===== config.mk =====
export PLATFORM = sky130hd
export DESIGN_NAME = mifd_decoder
export DESIGN_NICKNAME = d
export VERILOG_FILES = /design/src/rtl/mifd_pkg.sv /design/src/rtl/mifd_field_split.sv /design/src/rtl/mifd_decoder.sv
export SDC_FILE = /design/constraint.sdc
export NUM_CORES = 1
export LEC_CHECK = 0
export BUFFER_PORTS_ARGS = -buffer_cell sky130_fd_sc_hd__buf_2
export CAP_MARGIN = 20
export CORE_MARGIN = 1.5
export CORE_UTILIZATION = 50
export CTS_BUF_LIST = sky130_fd_sc_hd__clkbuf_8
export DETAILED_ROUTE_END_ITERATION = 16
export PLACE_DENSITY_LB_ADDON = 0.05
export SETUP_SLACK_MARGIN = 0.5
export SYNTH_ARGS = -nofsm -noshare
export SYNTH_HDL_FRONTEND = slang
export SYNTH_SLANG_ARGS = --single-unit

===== constraint.sdc =====
create_clock -name clk -period 4.5 [get_ports clk]
set_input_delay 0.225 -clock clk [delete_from_list [all_inputs] [get_ports clk]]
set_output_delay 0.225 -clock clk [all_outputs]
set_load 0.005 [all_outputs]

===== src/rtl/mifd_pkg.sv =====
// package for the instruction format decoder: constants and types
// =============================================================
package mifd_pkg;
  localparam int unsigned IW = 14;
  localparam int unsigned FW = 7;
  localparam int unsigned QPER = 4;
  localparam logic [1:0] Q_DECODE = 2'h0;
  localparam logic [1:0] Q_READ = 2'h1;
  localparam logic [1:0] Q_WRITE = 2'h3;
  localparam logic [1:0] CL_BYTE = 2'h0;
  localparam logic [1:0] CL_BIT = 2'h1;
  localparam logic [1:0] CL_JUMP = 2'h2;
  localparam logic [1:0] CL_LIT = 2'h3;
  localparam logic [13:0] W_NOP = 14'h0000;
  localparam logic [13:0] W_RETURN = 14'h0008;
  localparam logic [13:0] W_RETFIE = 14'h0009;
  localparam logic [13:0] W_SLEEP = 14'h0063;
  localparam logic [13:0] W_CLRWDT = 14'h0064;

  typedef enum logic [1:0] {
    MIFD_CLS_BYTE, MIFD_CLS_BIT, MIFD_CLS_LIT
  } mifd_class_t;

  typedef enum logic [4:0] {
    MIFD_OP_NOP, MIFD_OP_MOVWF, MIFD_OP_CLRW, MIFD_OP_CLRF, MIFD_OP_SUBWF,
    MIFD_OP_DECF, MIFD_OP_IORWF, MIFD_OP_ANDWF, MIFD_OP_XORWF,
    MIFD_OP_ADDWF, MIFD_OP_MOVF, MIFD_OP_COMF, MIFD_OP_INCF,
    MIFD_OP_DECFSZ, MIFD_OP_RRF, MIFD_OP_RLF, MIFD_OP_SWAPF,
    MIFD_OP_INCFSZ, MIFD_OP_BCF, MIFD_OP_BSF, MIFD_OP_BTFSC,
    MIFD_OP_BTFSS, MIFD_OP_CALL, MIFD_OP_GOTO, MIFD_OP_MOVLW,
    MIFD_OP_RETLW, MIFD_OP_IORLW, MIFD_OP_ANDLW, MIFD_OP_XORLW,
    MIFD_OP_SUBLW, MIFD_OP_ADDLW, MIFD_OP_CTRL
  } mifd_op_t;

  typedef struct packed {
    logic valid;
    mifd_class_t cls;
    mifd_op_t op;
    logic [FW-1:0] reg_sel;
    logic result_target;
    logic [2:0] pos_sel_in_octet;
    logic [7:0] imm8;
    logic [10:0] imm11;
    logic uses_file;
    logic writes_file;
    logic writes_acc;
    logic flow_change;
    logic cond_skip;
    logic is_ctrl;
  } mifd_dec_t;
endpackage


===== src/rtl/mifd_field_split.sv =====
// combinational split of one 14-bit word into class, opcode and operands
`timescale 1ns/100ps
`default_nettype none
module mifd_field_split (
  input wire logic [13:0] word,
  output var mifd_pkg::mifd_dec_t dec
);
  always_comb begin
    dec = '0;
    dec.valid = 1'b1;
    dec.reg_sel = word[6:0];
    dec.result_target = word[7];
    dec.pos_sel_in_octet = word[9:7];
    dec.imm8 = word[7:0];
    dec.imm11 = word[10:0];
    case (word[13:12])
      mifd_pkg::CL_BYTE: begin
        dec.cls = mifd_pkg::MIFD_CLS_BYTE;
        dec.uses_file = 1'b1;
        dec.writes_file = word[7];
        dec.writes_acc = ~word[7];
        case (word[11:8])
          4'h0: begin
            dec.uses_file = word[7];
            dec.writes_acc = 1'b0;
            if (word[7]) begin
              dec.op = mifd_pkg::MIFD_OP_MOVWF;
            end else if (word == mifd_pkg::W_RETURN ||
                         word == mifd_pkg::W_RETFIE) begin
              dec.op = mifd_pkg::MIFD_OP_CTRL;
              dec.is_ctrl = 1'b1;
              dec.flow_change = 1'b1;
            end else if (word == mifd_pkg::W_SLEEP ||
                         word == mifd_pkg::W_CLRWDT) begin
              dec.op = mifd_pkg::MIFD_OP_CTRL;
              dec.is_ctrl = 1'b1;
            end else begin
              dec.op = mifd_pkg::MIFD_OP_NOP;
            end
          end
          4'h1: begin
            // low seven bits ignored for the accumulator clear
            dec.op = word[7] ? mifd_pkg::MIFD_OP_CLRF :
                     mifd_pkg::MIFD_OP_CLRW;
            dec.uses_file = word[7];
            dec.writes_acc = ~word[7];
          end
          4'h2: dec.op = mifd_pkg::MIFD_OP_SUBWF;
          4'h3: dec.op = mifd_pkg::MIFD_OP_DECF;
          4'h4: dec.op = mifd_pkg::MIFD_OP_IORWF;
          4'h5: dec.op = mifd_pkg::MIFD_OP_ANDWF;
          4'h6: dec.op = mifd_pkg::MIFD_OP_XORWF;
          4'h7: dec.op = mifd_pkg::MIFD_OP_ADDWF;
          4'h8: dec.op = mifd_pkg::MIFD_OP_MOVF;
          4'h9: dec.op = mifd_pkg::MIFD_OP_COMF;
          4'hA: dec.op = mifd_pkg::MIFD_OP_INCF;
          4'hB: begin
            dec.op = mifd_pkg::MIFD_OP_DECFSZ;
            dec.cond_skip = 1'b1;
          end
          4'hC: dec.op = mifd_pkg::MIFD_OP_RRF;
          4'hD: dec.op = mifd_pkg::MIFD_OP_RLF;
          4'hE: dec.op = mifd_pkg::MIFD_OP_SWAPF;
          default: begin
            dec.op = mifd_pkg::MIFD_OP_INCFSZ;
            dec.cond_skip = 1'b1;
          end
        endcase
      end
      mifd_pkg::CL_BIT: begin
        dec.cls = mifd_pkg::MIFD_CLS_BIT;
        dec.uses_file = 1'b1;
        case (word[11:10])
          2'h0: dec.op = mifd_pkg::MIFD_OP_BCF;
          2'h1: dec.op = mifd_pkg::MIFD_OP_BSF;
          2'h2: dec.op = mifd_pkg::MIFD_OP_BTFSC;
          default: dec.op = mifd_pkg::MIFD_OP_BTFSS;
        endcase
        dec.writes_file = ~word[11];
        dec.cond_skip = word[11];
      end
      mifd_pkg::CL_JUMP: begin
        dec.cls = mifd_pkg::MIFD_CLS_LIT;
        dec.op = word[11] ? mifd_pkg::MIFD_OP_GOTO : mifd_pkg::MIFD_OP_CALL;
        dec.flow_change = 1'b1;
      end
      default: begin
        dec.cls = mifd_pkg::MIFD_CLS_LIT;
        dec.writes_acc = 1'b1;
        casez (word[11:8])
          4'b00??: dec.op = mifd_pkg::MIFD_OP_MOVLW;
          4'b01??: begin
            dec.op = mifd_pkg::MIFD_OP_RETLW;
            dec.flow_change = 1'b1;
          end
          4'b1000: dec.op = mifd_pkg::MIFD_OP_IORLW;
          4'b1001: dec.op = mifd_pkg::MIFD_OP_ANDLW;
          4'b1010: dec.op = mifd_pkg::MIFD_OP_XORLW;
          4'b110?: dec.op = mifd_pkg::MIFD_OP_SUBLW;
          default: dec.op = mifd_pkg::MIFD_OP_ADDLW;
        endcase
      end
    endcase
  end
endmodule
`default_nettype wire


===== src/rtl/mifd_decoder.sv =====
// instruction format decoder with quarter-cycle timing and fetch-alter-store
`timescale 1ns/100ps
`default_nettype none
module mifd_decoder (
  input wire logic clk,
  input wire logic nrst,
  input wire logic [13:0] instr_word,
  input wire logic cond_true,
  output logic cycle_start,
  output logic fetch_strobe,
  output var mifd_pkg::mifd_dec_t dec_out,
  output logic file_rd,
  output logic file_wr,
  output logic acc_wr,
  output logic flag_wr,
  output logic pc_load,
  output logic nop_cycle
);
  // =============================================================
  // quarter counter
  logic [1:0] q_q, q_d;
  always_comb begin
    q_d = q_q + 2'h1;
  end
  always_ff @(posedge clk) begin
    if (!nrst) begin
      q_q <= mifd_pkg::Q_DECODE;
    end else begin
      q_q <= q_d;
    end
  end

  // =============================================================
  // decode
  if ((1 << $bits(q_q)) != mifd_pkg::QPER) begin : g_quarter_check
    $error("quarter counter cannot span one instruction cycle");
  end
  if ($bits(instr_word) != mifd_pkg::IW) begin : g_word_check
    $error("instruction word width differs from the format");
  end
  mifd_pkg::mifd_dec_t dec_w;
  mifd_field_split u_split (
    .word(instr_word),
    .dec(dec_w)
  );

  typedef enum logic {MIFD_ST_EXEC, MIFD_ST_DUMMY} mifd_state_t;
  mifd_state_t st_q, st_d;
  mifd_pkg::mifd_dec_t dec_q, dec_d;
  logic second_q, second_d;

  function automatic logic two_cycle(input mifd_pkg::mifd_dec_t d,
                                     input logic c);
    two_cycle = d.flow_change | (d.cond_skip & c);
  endfunction

  always_comb begin
    st_d = st_q;
    dec_d = dec_q;
    second_d = second_q;
    // last quarter: settle the skip, then take the next word on the wrap
    if (q_q == mifd_pkg::Q_WRITE) begin
      second_d = 1'b0;
      case (st_q)
        MIFD_ST_EXEC: begin
          if (two_cycle(dec_q, cond_true)) begin
            st_d = MIFD_ST_DUMMY;
            second_d = 1'b1;
            dec_d = '0;
          end else begin
            dec_d = dec_w;
          end
        end
        MIFD_ST_DUMMY: begin
          st_d = MIFD_ST_EXEC;
          dec_d = dec_w;
        end
        default: st_d = MIFD_ST_EXEC;
      endcase
    end
  end
  always_ff @(posedge clk) begin
    if (!nrst) begin
      st_q <= MIFD_ST_EXEC;
      dec_q <= '0;
      second_q <= 1'b0;
    end else begin
      st_q <= st_d;
      dec_q <= dec_d;
      second_q <= second_d;
    end
  end

  // =============================================================
  // strobes
  logic live;
  logic in_read;
  logic in_write;
  logic cycle_start_d;
  logic fetch_strobe_d;
  logic file_rd_d;
  logic file_wr_d;
  logic acc_wr_d;
  logic flag_wr_d;
  logic pc_load_d;
  logic nop_cycle_d;
  always_comb begin
    in_read = (q_d == mifd_pkg::Q_READ);
    in_write = (q_d == mifd_pkg::Q_WRITE);
    live = dec_q.valid & ~second_q;
    cycle_start_d = (q_d == mifd_pkg::Q_DECODE);
    fetch_strobe_d = in_write;
    nop_cycle_d = second_d;
    file_rd_d = in_read & live & dec_q.uses_file;
    file_wr_d = in_write & live & dec_q.writes_file;
    acc_wr_d = in_write & live & dec_q.writes_acc;
    flag_wr_d = in_write & live & (dec_q.cls != mifd_pkg::MIFD_CLS_BIT)
                & ~dec_q.flow_change;
    pc_load_d = in_write & live & dec_q.flow_change;
  end
  always_ff @(posedge clk) begin
    if (!nrst) begin
      cycle_start <= 1'b0;
      fetch_strobe <= 1'b0;
      file_rd <= 1'b0;
      file_wr <= 1'b0;
      acc_wr <= 1'b0;
      flag_wr <= 1'b0;
      pc_load <= 1'b0;
      nop_cycle <= 1'b0;
      dec_out <= '0;
    end else begin
      cycle_start <= cycle_start_d;
      fetch_strobe <= fetch_strobe_d;
      dec_out <= dec_d;
      nop_cycle <= nop_cycle_d;
      file_rd <= file_rd_d;
      file_wr <= file_wr_d;
      acc_wr <= acc_wr_d;
      flag_wr <= flag_wr_d;
      pc_load <= pc_load_d;
    end
  end

  // =============================================================
  // checks
  a_rd_before_wr: assert property (
    @(posedge clk) disable iff (!nrst)
    $rose(file_wr) |-> $past(file_rd, 2))
    else $error("file write without prior read");
  a_dummy_quiet: assert property (
    @(posedge clk) disable iff (!nrst)
    nop_cycle |-> !file_wr && !acc_wr && !flag_wr && !pc_load)
    else $error("write during dummy cycle");
  a_quarter_period: assert property (
    @(posedge clk) disable iff (!nrst)
    cycle_start |=> !cycle_start ##1 !cycle_start ##1 !cycle_start
    ##1 cycle_start)
    else $error("instruction cycle not four clocks");
  a_target_acc: assert property (
    @(posedge clk) disable iff (!nrst)
    acc_wr |-> !file_wr)
    else $error("both accumulator and file written");
  a_reg_field: assert property (
    @(posedge clk) disable iff (!nrst)
    dec_w.reg_sel == instr_word[6:0])
    else $error("register field misplaced");
  a_bit_field: assert property (
    @(posedge clk) disable iff (!nrst)
    dec_w.cls == mifd_pkg::MIFD_CLS_BIT |->
    dec_w.pos_sel_in_octet == instr_word[9:7])
    else $error("bit position misplaced");
  a_jump_two: assert property (
    @(posedge clk) disable iff (!nrst)
    pc_load |-> ##1 (!pc_load [*3]) ##1 nop_cycle)
    else $error("jump without dummy cycle");
  a_class_split: assert property (
    @(posedge clk) disable iff (!nrst)
    (instr_word[13:12] == mifd_pkg::CL_BIT) ==
    (dec_w.cls == mifd_pkg::MIFD_CLS_BIT))
    else $error("class decode wrong");
  a_lit_width: assert property (
    @(posedge clk) disable iff (!nrst)
    dec_w.imm11[7:0] == dec_w.imm8)
    else $error("literal fields disagree");
  a_ignored_bits: assert property (
    @(posedge clk) disable iff (!nrst)
    instr_word[13:8] == 6'h01 && !instr_word[7] |->
    dec_w.op == mifd_pkg::MIFD_OP_CLRW)
    else $error("ignored bits affect decode");
  a_word_width: assert property (
    @(posedge clk) disable iff (!nrst)
    cycle_start && dec_out.valid |->
    dec_out.imm11 == 11'($past(instr_word)))
    else $error("decoded word is not the word taken");
  a_rd_quarter: assert property (
    @(posedge clk) disable iff (!nrst)
    file_rd |-> $past(cycle_start))
    else $error("file read outside the read quarter");
  a_wr_quarter: assert property (
    @(posedge clk) disable iff (!nrst)
    file_wr || acc_wr || pc_load |-> fetch_strobe)
    else $error("write outside the write quarter");
  a_fetch_wrap: assert property (
    @(posedge clk) disable iff (!nrst)
    fetch_strobe |=> cycle_start)
    else $error("fetch not followed by a new cycle");
  a_dummy_length: assert property (
    @(posedge clk) disable iff (!nrst)
    $rose(nop_cycle) |-> nop_cycle [*4] ##1 !nop_cycle)
    else $error("dummy cycle not one instruction cycle");
  a_skip_taken: assert property (
    @(posedge clk) disable iff (!nrst)
    q_q == mifd_pkg::Q_WRITE && st_q == MIFD_ST_EXEC &&
    dec_q.cond_skip && cond_true |=> nop_cycle)
    else $error("true test without dummy cycle");
  a_skip_kept: assert property (
    @(posedge clk) disable iff (!nrst)
    q_q == mifd_pkg::Q_WRITE && st_q == MIFD_ST_EXEC &&
    !two_cycle(dec_q, cond_true) |=> !nop_cycle)
    else $error("dummy cycle after a one-cycle instruction");
  a_dummy_no_read: assert property (
    @(posedge clk) disable iff (!nrst)
    nop_cycle |-> !file_rd)
    else $error("file read during dummy cycle");
  a_acc_dest: assert property (
    @(posedge clk) disable iff (!nrst)
    acc_wr && dec_out.cls == mifd_pkg::MIFD_CLS_BYTE |->
    !dec_out.result_target)
    else $error("accumulator written with file target");
  a_file_dest: assert property (
    @(posedge clk) disable iff (!nrst)
    file_wr && dec_out.cls == mifd_pkg::MIFD_CLS_BYTE |->
    dec_out.result_target)
    else $error("file written with accumulator target");
  a_pc_flow: assert property (
    @(posedge clk) disable iff (!nrst)
    pc_load |-> dec_out.flow_change)
    else $error("program counter loaded without flow change");
  c_two_cycle: cover property (@(posedge clk) disable iff (!nrst)
    pc_load ##4 nop_cycle);
  c_skip: cover property (@(posedge clk) disable iff (!nrst)
    nop_cycle && dec_out.valid == 1'b0);
  c_file_write: cover property (@(posedge clk) disable iff (!nrst)
    file_wr);
  c_acc_write: cover property (@(posedge clk) disable iff (!nrst)
    acc_wr);
endmodule
`default_nettype wire


### Word level (Yosys, flattened, before mapping)

Cells that the tools add are included.

* bitwise gates (word level): 16
* equal/unequal tests: 27
* reduce and logical (&&, ||, !) cells: 9
* muxes and demuxes: 30
* add/sub/neg operators: 1

Operators by type and width (number)
* $pmux 44 s2: 1
* $pmux 5 s15: 1
* $mux 44: 1
* $eq 14x4->1 const B: 2
* $eq 14x7->1 const B: 2
* $eq 4x4->1 const B: 7
* $pmux 7 s3: 1
* $pmux 3 s6: 1
* $eq 4x3->1 const B: 4
* $mux 1: 16
* $mux 5: 3
* $reduce_or 14->1: 1
* $and 1x1->1: 10
* $pmux 3 s3: 1
* $eq 2x2->1 const B: 4
* $eq 4x2->1 const B: 2
* $eq 2x1->1 const B: 3
* $logic_not 2->1: 3
* $pmux 1 s2: 3
* $not 1->1: 5
* $eq 4x1->1 const B: 1
* $logic_not 4->1: 1
* $pmux 2 s2: 1
* $reduce_or 2->1: 2
* other kinds (6): 7

* register bits: 55
* bits of input ports: 17
* word-level logic and storage cells: 107
* output and inout port bits: 52

### Depth between registers and ports, before layout

* depth in word-level cells: 9
* mapped depth: 6
* depth with buffers taken out: 6

### Modules after synthesis

From an unflattened synthesis, not the netlist that was laid out.

* cells, all modules: 227
* area total of the unflattened synthesis: 2419.8 um2

By module, submodules not included
* mifd_decoder: sequential area each 1081.0 um2, instances 1, area each 1759.2 um2, cells each 135
* mifd_field_split: sequential area each 0.0 um2, instances 1, area each 660.6 um2, cells each 92

### Worst setup path before layout

Ideal clock, no wire load.

* path kind: register to register
* start point: reg q_q[0]
* end point: reg dec_out[39] (netlist name)
* data arrival time: 1514 ps
* setup slack: 2897 ps
* setup time: 88 ps
* buffers on the path: 0
* cell stages (with the launch flop): 6
* required time: 4412 ps
* period minus slack after synthesis: 1603 ps
* cell sequence: dfxtp_1 > ha_1 > inv_1 > a2111oi_0 > a211oi_1 > a311oi_2

* longest elaborated chain between the ends: 1

Ends and longest elaborated chain
* from (decl): RTL line mifd_decoder.sv:21 `logic [1:0] q_q, q_d;`
* from (signal assigned): RTL line mifd_decoder.sv:27 `q_q <= mifd_pkg::Q_DECODE;`
* from (signal assigned): RTL line mifd_decoder.sv:29 `q_q <= q_d;`
* $eq 2x2->1: RTL line mifd_decoder.sv:62 `if (q_q == mifd_pkg::Q_WRITE) begin`
* to (signal assigned): RTL line mifd_decoder.sv:131 `dec_out <= '0;`
* to (signal assigned): RTL line mifd_decoder.sv:135 `dec_out <= dec_d;`
* to (decl): RTL line mifd_decoder.sv:11 `output var mifd_pkg::mifd_dec_t dec_out,`

No other way between the ends.
A chain may end at the register's enable or synchronous reset.

### Worst setup path after layout

* start point: reg q_q[1]
* end point: reg dec_out[39] (netlist name)

The elaborated chain is that of the path after synthesis.

==> impl_metrics.tcl <==
set metrics [dict create \
    status "finished, final reports clean" \
    die_h_um 64 \
    h-tree-depth 2 \
    slowest_delay_ps 650 \
    place_hpwl_um 2930 \
    r2r_setup_slack_ps 2220 \
    ctsHoldBuffers 0 \
    hold_path.class "input port to register" \
    gr-usage-all-layers_pct 20.8 \
    setup-violations-final 0 \
    cts_tree "built" \
    met1_length_um 1950 \
    wl_met2_um 1760 \
    peakVddDrop_mv 0.182 \
    dr_wl_met3_um 300 \
    synth_edf_count 0 \
    initial_core_util_pct 54.1 \
    period_minus_slack_ps 2280 \
    cts.sinks 35 \
    slowest_stage "a211oi_1" \
    fmax_ghz 0.439 \
    grt_first_pass_wirelength_um 6660 \
    post_dp_cell_area_mm2 0.00207 \
    synth_top_area_share_pct 37.7 \
    grt_overflow 0 \
    p_leak_nw 1.00 \
    cts_setup_buffers 0 \
    drt_iter0_drc 126 \
    n_fill_cell 320 \
    grt_pass1_vias 1371 \
    drt_wl_total_um 4080 \
    vias_per_cell 5.43 \
    dieArea_mm2 0.00410 \
    max_slew_margin_pct 52.2 \
    post_cts_resized 0 \
    fin_crit_sh_pct 50.6 \
    maxCapViolations 0 \
    syn-cell-area_mm2 0.00186 \
    grt_max_degree 26 \
    rows 21 \
    drive_gt1_share_pct 34.6 \
    critPathMaxFanout 25 \
    path_class "register to register" \
    drc 0 \
    avgSynthCellArea_um2 8.82 \
    end_kind "register" \
    vias 1645 \
    routed.top_layer "met4" \
    rsz0062_at_grt "no" \
    fin_setup_tns_ps 0 \
    cp.required_ps 4710 \
    synth_top_area_cell "dfxtp_1" \
    io_pins 69 \
    cts_max_path_buffers 2 \
    dr.pass1.iters 4 \
    wire_per_inst_um 13.5 \
    startpoint_type "register" \
    final_nets 281 \
    die_w_um 64 \
    clock_latency_ps 290 \
    core_mm2 0.00344 \
    ant_nets 0 \
    yosysWarnings 0 \
    numCtsBuffers 5 \
    power.density_mw_per_mm2 295 \
    slew_violations 0 \
    antenna_found_initial 0 \
    portBuffers 68 \
    crit_buf_inv 1 \
    final-hold-violation-count 0 \
    worst_path_dominant_cell_family "compound AO/OA/AOI/OAI gates" \
    antenna_cells 0 \
    postLayoutCoreUtil_pct 62.9 \
    synth_cell_types 49 \
    clk_pin_slew_ps 70 \
    worst_pin_slew_ps 717 \
    cp_cell_sequence "ha_1 -> inv_1 -> a211oi_1 -> a211oi_1 -> a311oi_2" \
    syn_inst 211 \
    crit_top_cell "a211oi_1" \
    synthTopCellsByArea "dfxtp_1 (38%), buf_4 (7.7%), ha_1 (5.4%), a22oi_1 (4.4%), nor2_1 (4.2%)" \
    root_buffer "clkbuf_8" \
    synth_ff_type "dfxtp_1" \
    skew_ps 7.28 \
    async_flop_share_pct 0 \
    ys_seq_elements 35 \
    syn_to_final_growth_pct 16.4 \
    fin_area_mm2 0.00217 \
    gp_congestion 0.917 \
    worstPathArrival_ps 2490 \
    synth_nets 236 \
    yosysSeqAreaShare_pct 37.7 \
]
==> flip-flops by register name, indices dropped and copies added, names as in the netlist <==
signal        cells
q_q               2
file_rd           1
st_q              1
pc_load           1
cycle_start       1
file_wr           1
dec_out          25
flag_wr           1
acc_wr            1
fetch_strobe      1
==> cells in the mapped netlist (2+ instances only) <==
library cell  count
a21o_1            2
ha_1              8
or3_1             2
inv_1            11
a31oi_1           2
o31ai_1           2
o21ai_0           4
nand3_1           5
a211oi_1          3
clkbuf_1         10
a22oi_1          11
a21oi_1          12
nand2b_1          3
nor2b_1           4
a2bb2oi_1         2
buf_4            19
nand3b_1          2
nand2_1          11
and2_1            8
nor3_1            4
nor2_1           21
dfxtp_1          35
nand4_1           3
nor3b_1           2
==> layout make-up <==
class,count,area [um2],share of cell area (%)
sequential,35,701,32.4
timing repair buffer,69,348,16.1
clock inverter,3,20.0,0.924
multi-input combinational,133,926,42.7
inverter,12,45.0,2.08
clock buffer,5,68.8,3.18
tap,46,57.6,2.66
==> metrics by stage <==
stage	power, mW	instances	setup slack (ps)	hold slack (ps)
6_report	0.640	303	2220	205
5_1_grt	0.676	303	2010	214
4_1_cts	0.646	302	1780	203
3_5_place_dp	0.423	294	1810	456
3_3_place_gp	0.423	294	1930	449
2_1_floorplan	0.396	211	2900	369
==> layout by cell type, fill, tap and decap left out, drive strengths merged, types with 5 or more instances in the layout <==
cell type	netlist	final
and2	8	8
nor2	21	21
a22oi	11	11
a21oi	12	12
ha	8	8
inv	12	12
dfxtp	35	35
clkbuf	10	5
nand2	11	11
nand3	5	5
buf	21	69
==> worst reg2reg max path: cells and delay by family, from the launching register on <==
| family | cells | cell delay [ps] |
|---|---|---|
| AOI/OAI and AO/OA | 3 | 1090 |
| buffers and inverters | 1 | 390 |
| DFF | 1 | 380 |
| adders and majority gates | 1 | 330 |
==> worst paths after layout <==
check	from	endpoint	cells after the start
max	q_q[1]	dec_out[39]	5
min	instr_word[3]	dec_out[32]	3
max reg2reg	q_q[1]	dec_out[39]	5
min reg2reg	dec_out[43]	file_rd	2
==> per-layer routing <==
layer  up-vias  track usage [%]
met1       739             28.2
met2        73             30.9
met3         8             5.46
li1        825                -
met5         -                0
met4         0             9.24
==> cell families after synthesis <==
logic type | synth area share [%]
AND/OR/NAND/NOR | 20.1
AO/OA/AOI/OAI | 23.2
buffers and inverters | 12.6
flip-flops | 37.7
adder cells (fa/ha/maj) | 5.38
XOR/XNOR | 0.471
multiplexers | 0.605
==> report_power, final <==
part / internal (mW) / switching (mW) / total, mW
Clock: 0.108 / 0.116 / 0.223
Sequential: 0.319 / 0.00694 / 0.326
Combinational: 0.0369 / 0.0540 / 0.0909
Total: 0.463 / 0.177 / 0.640
Power figures use the tool's default switching activity.
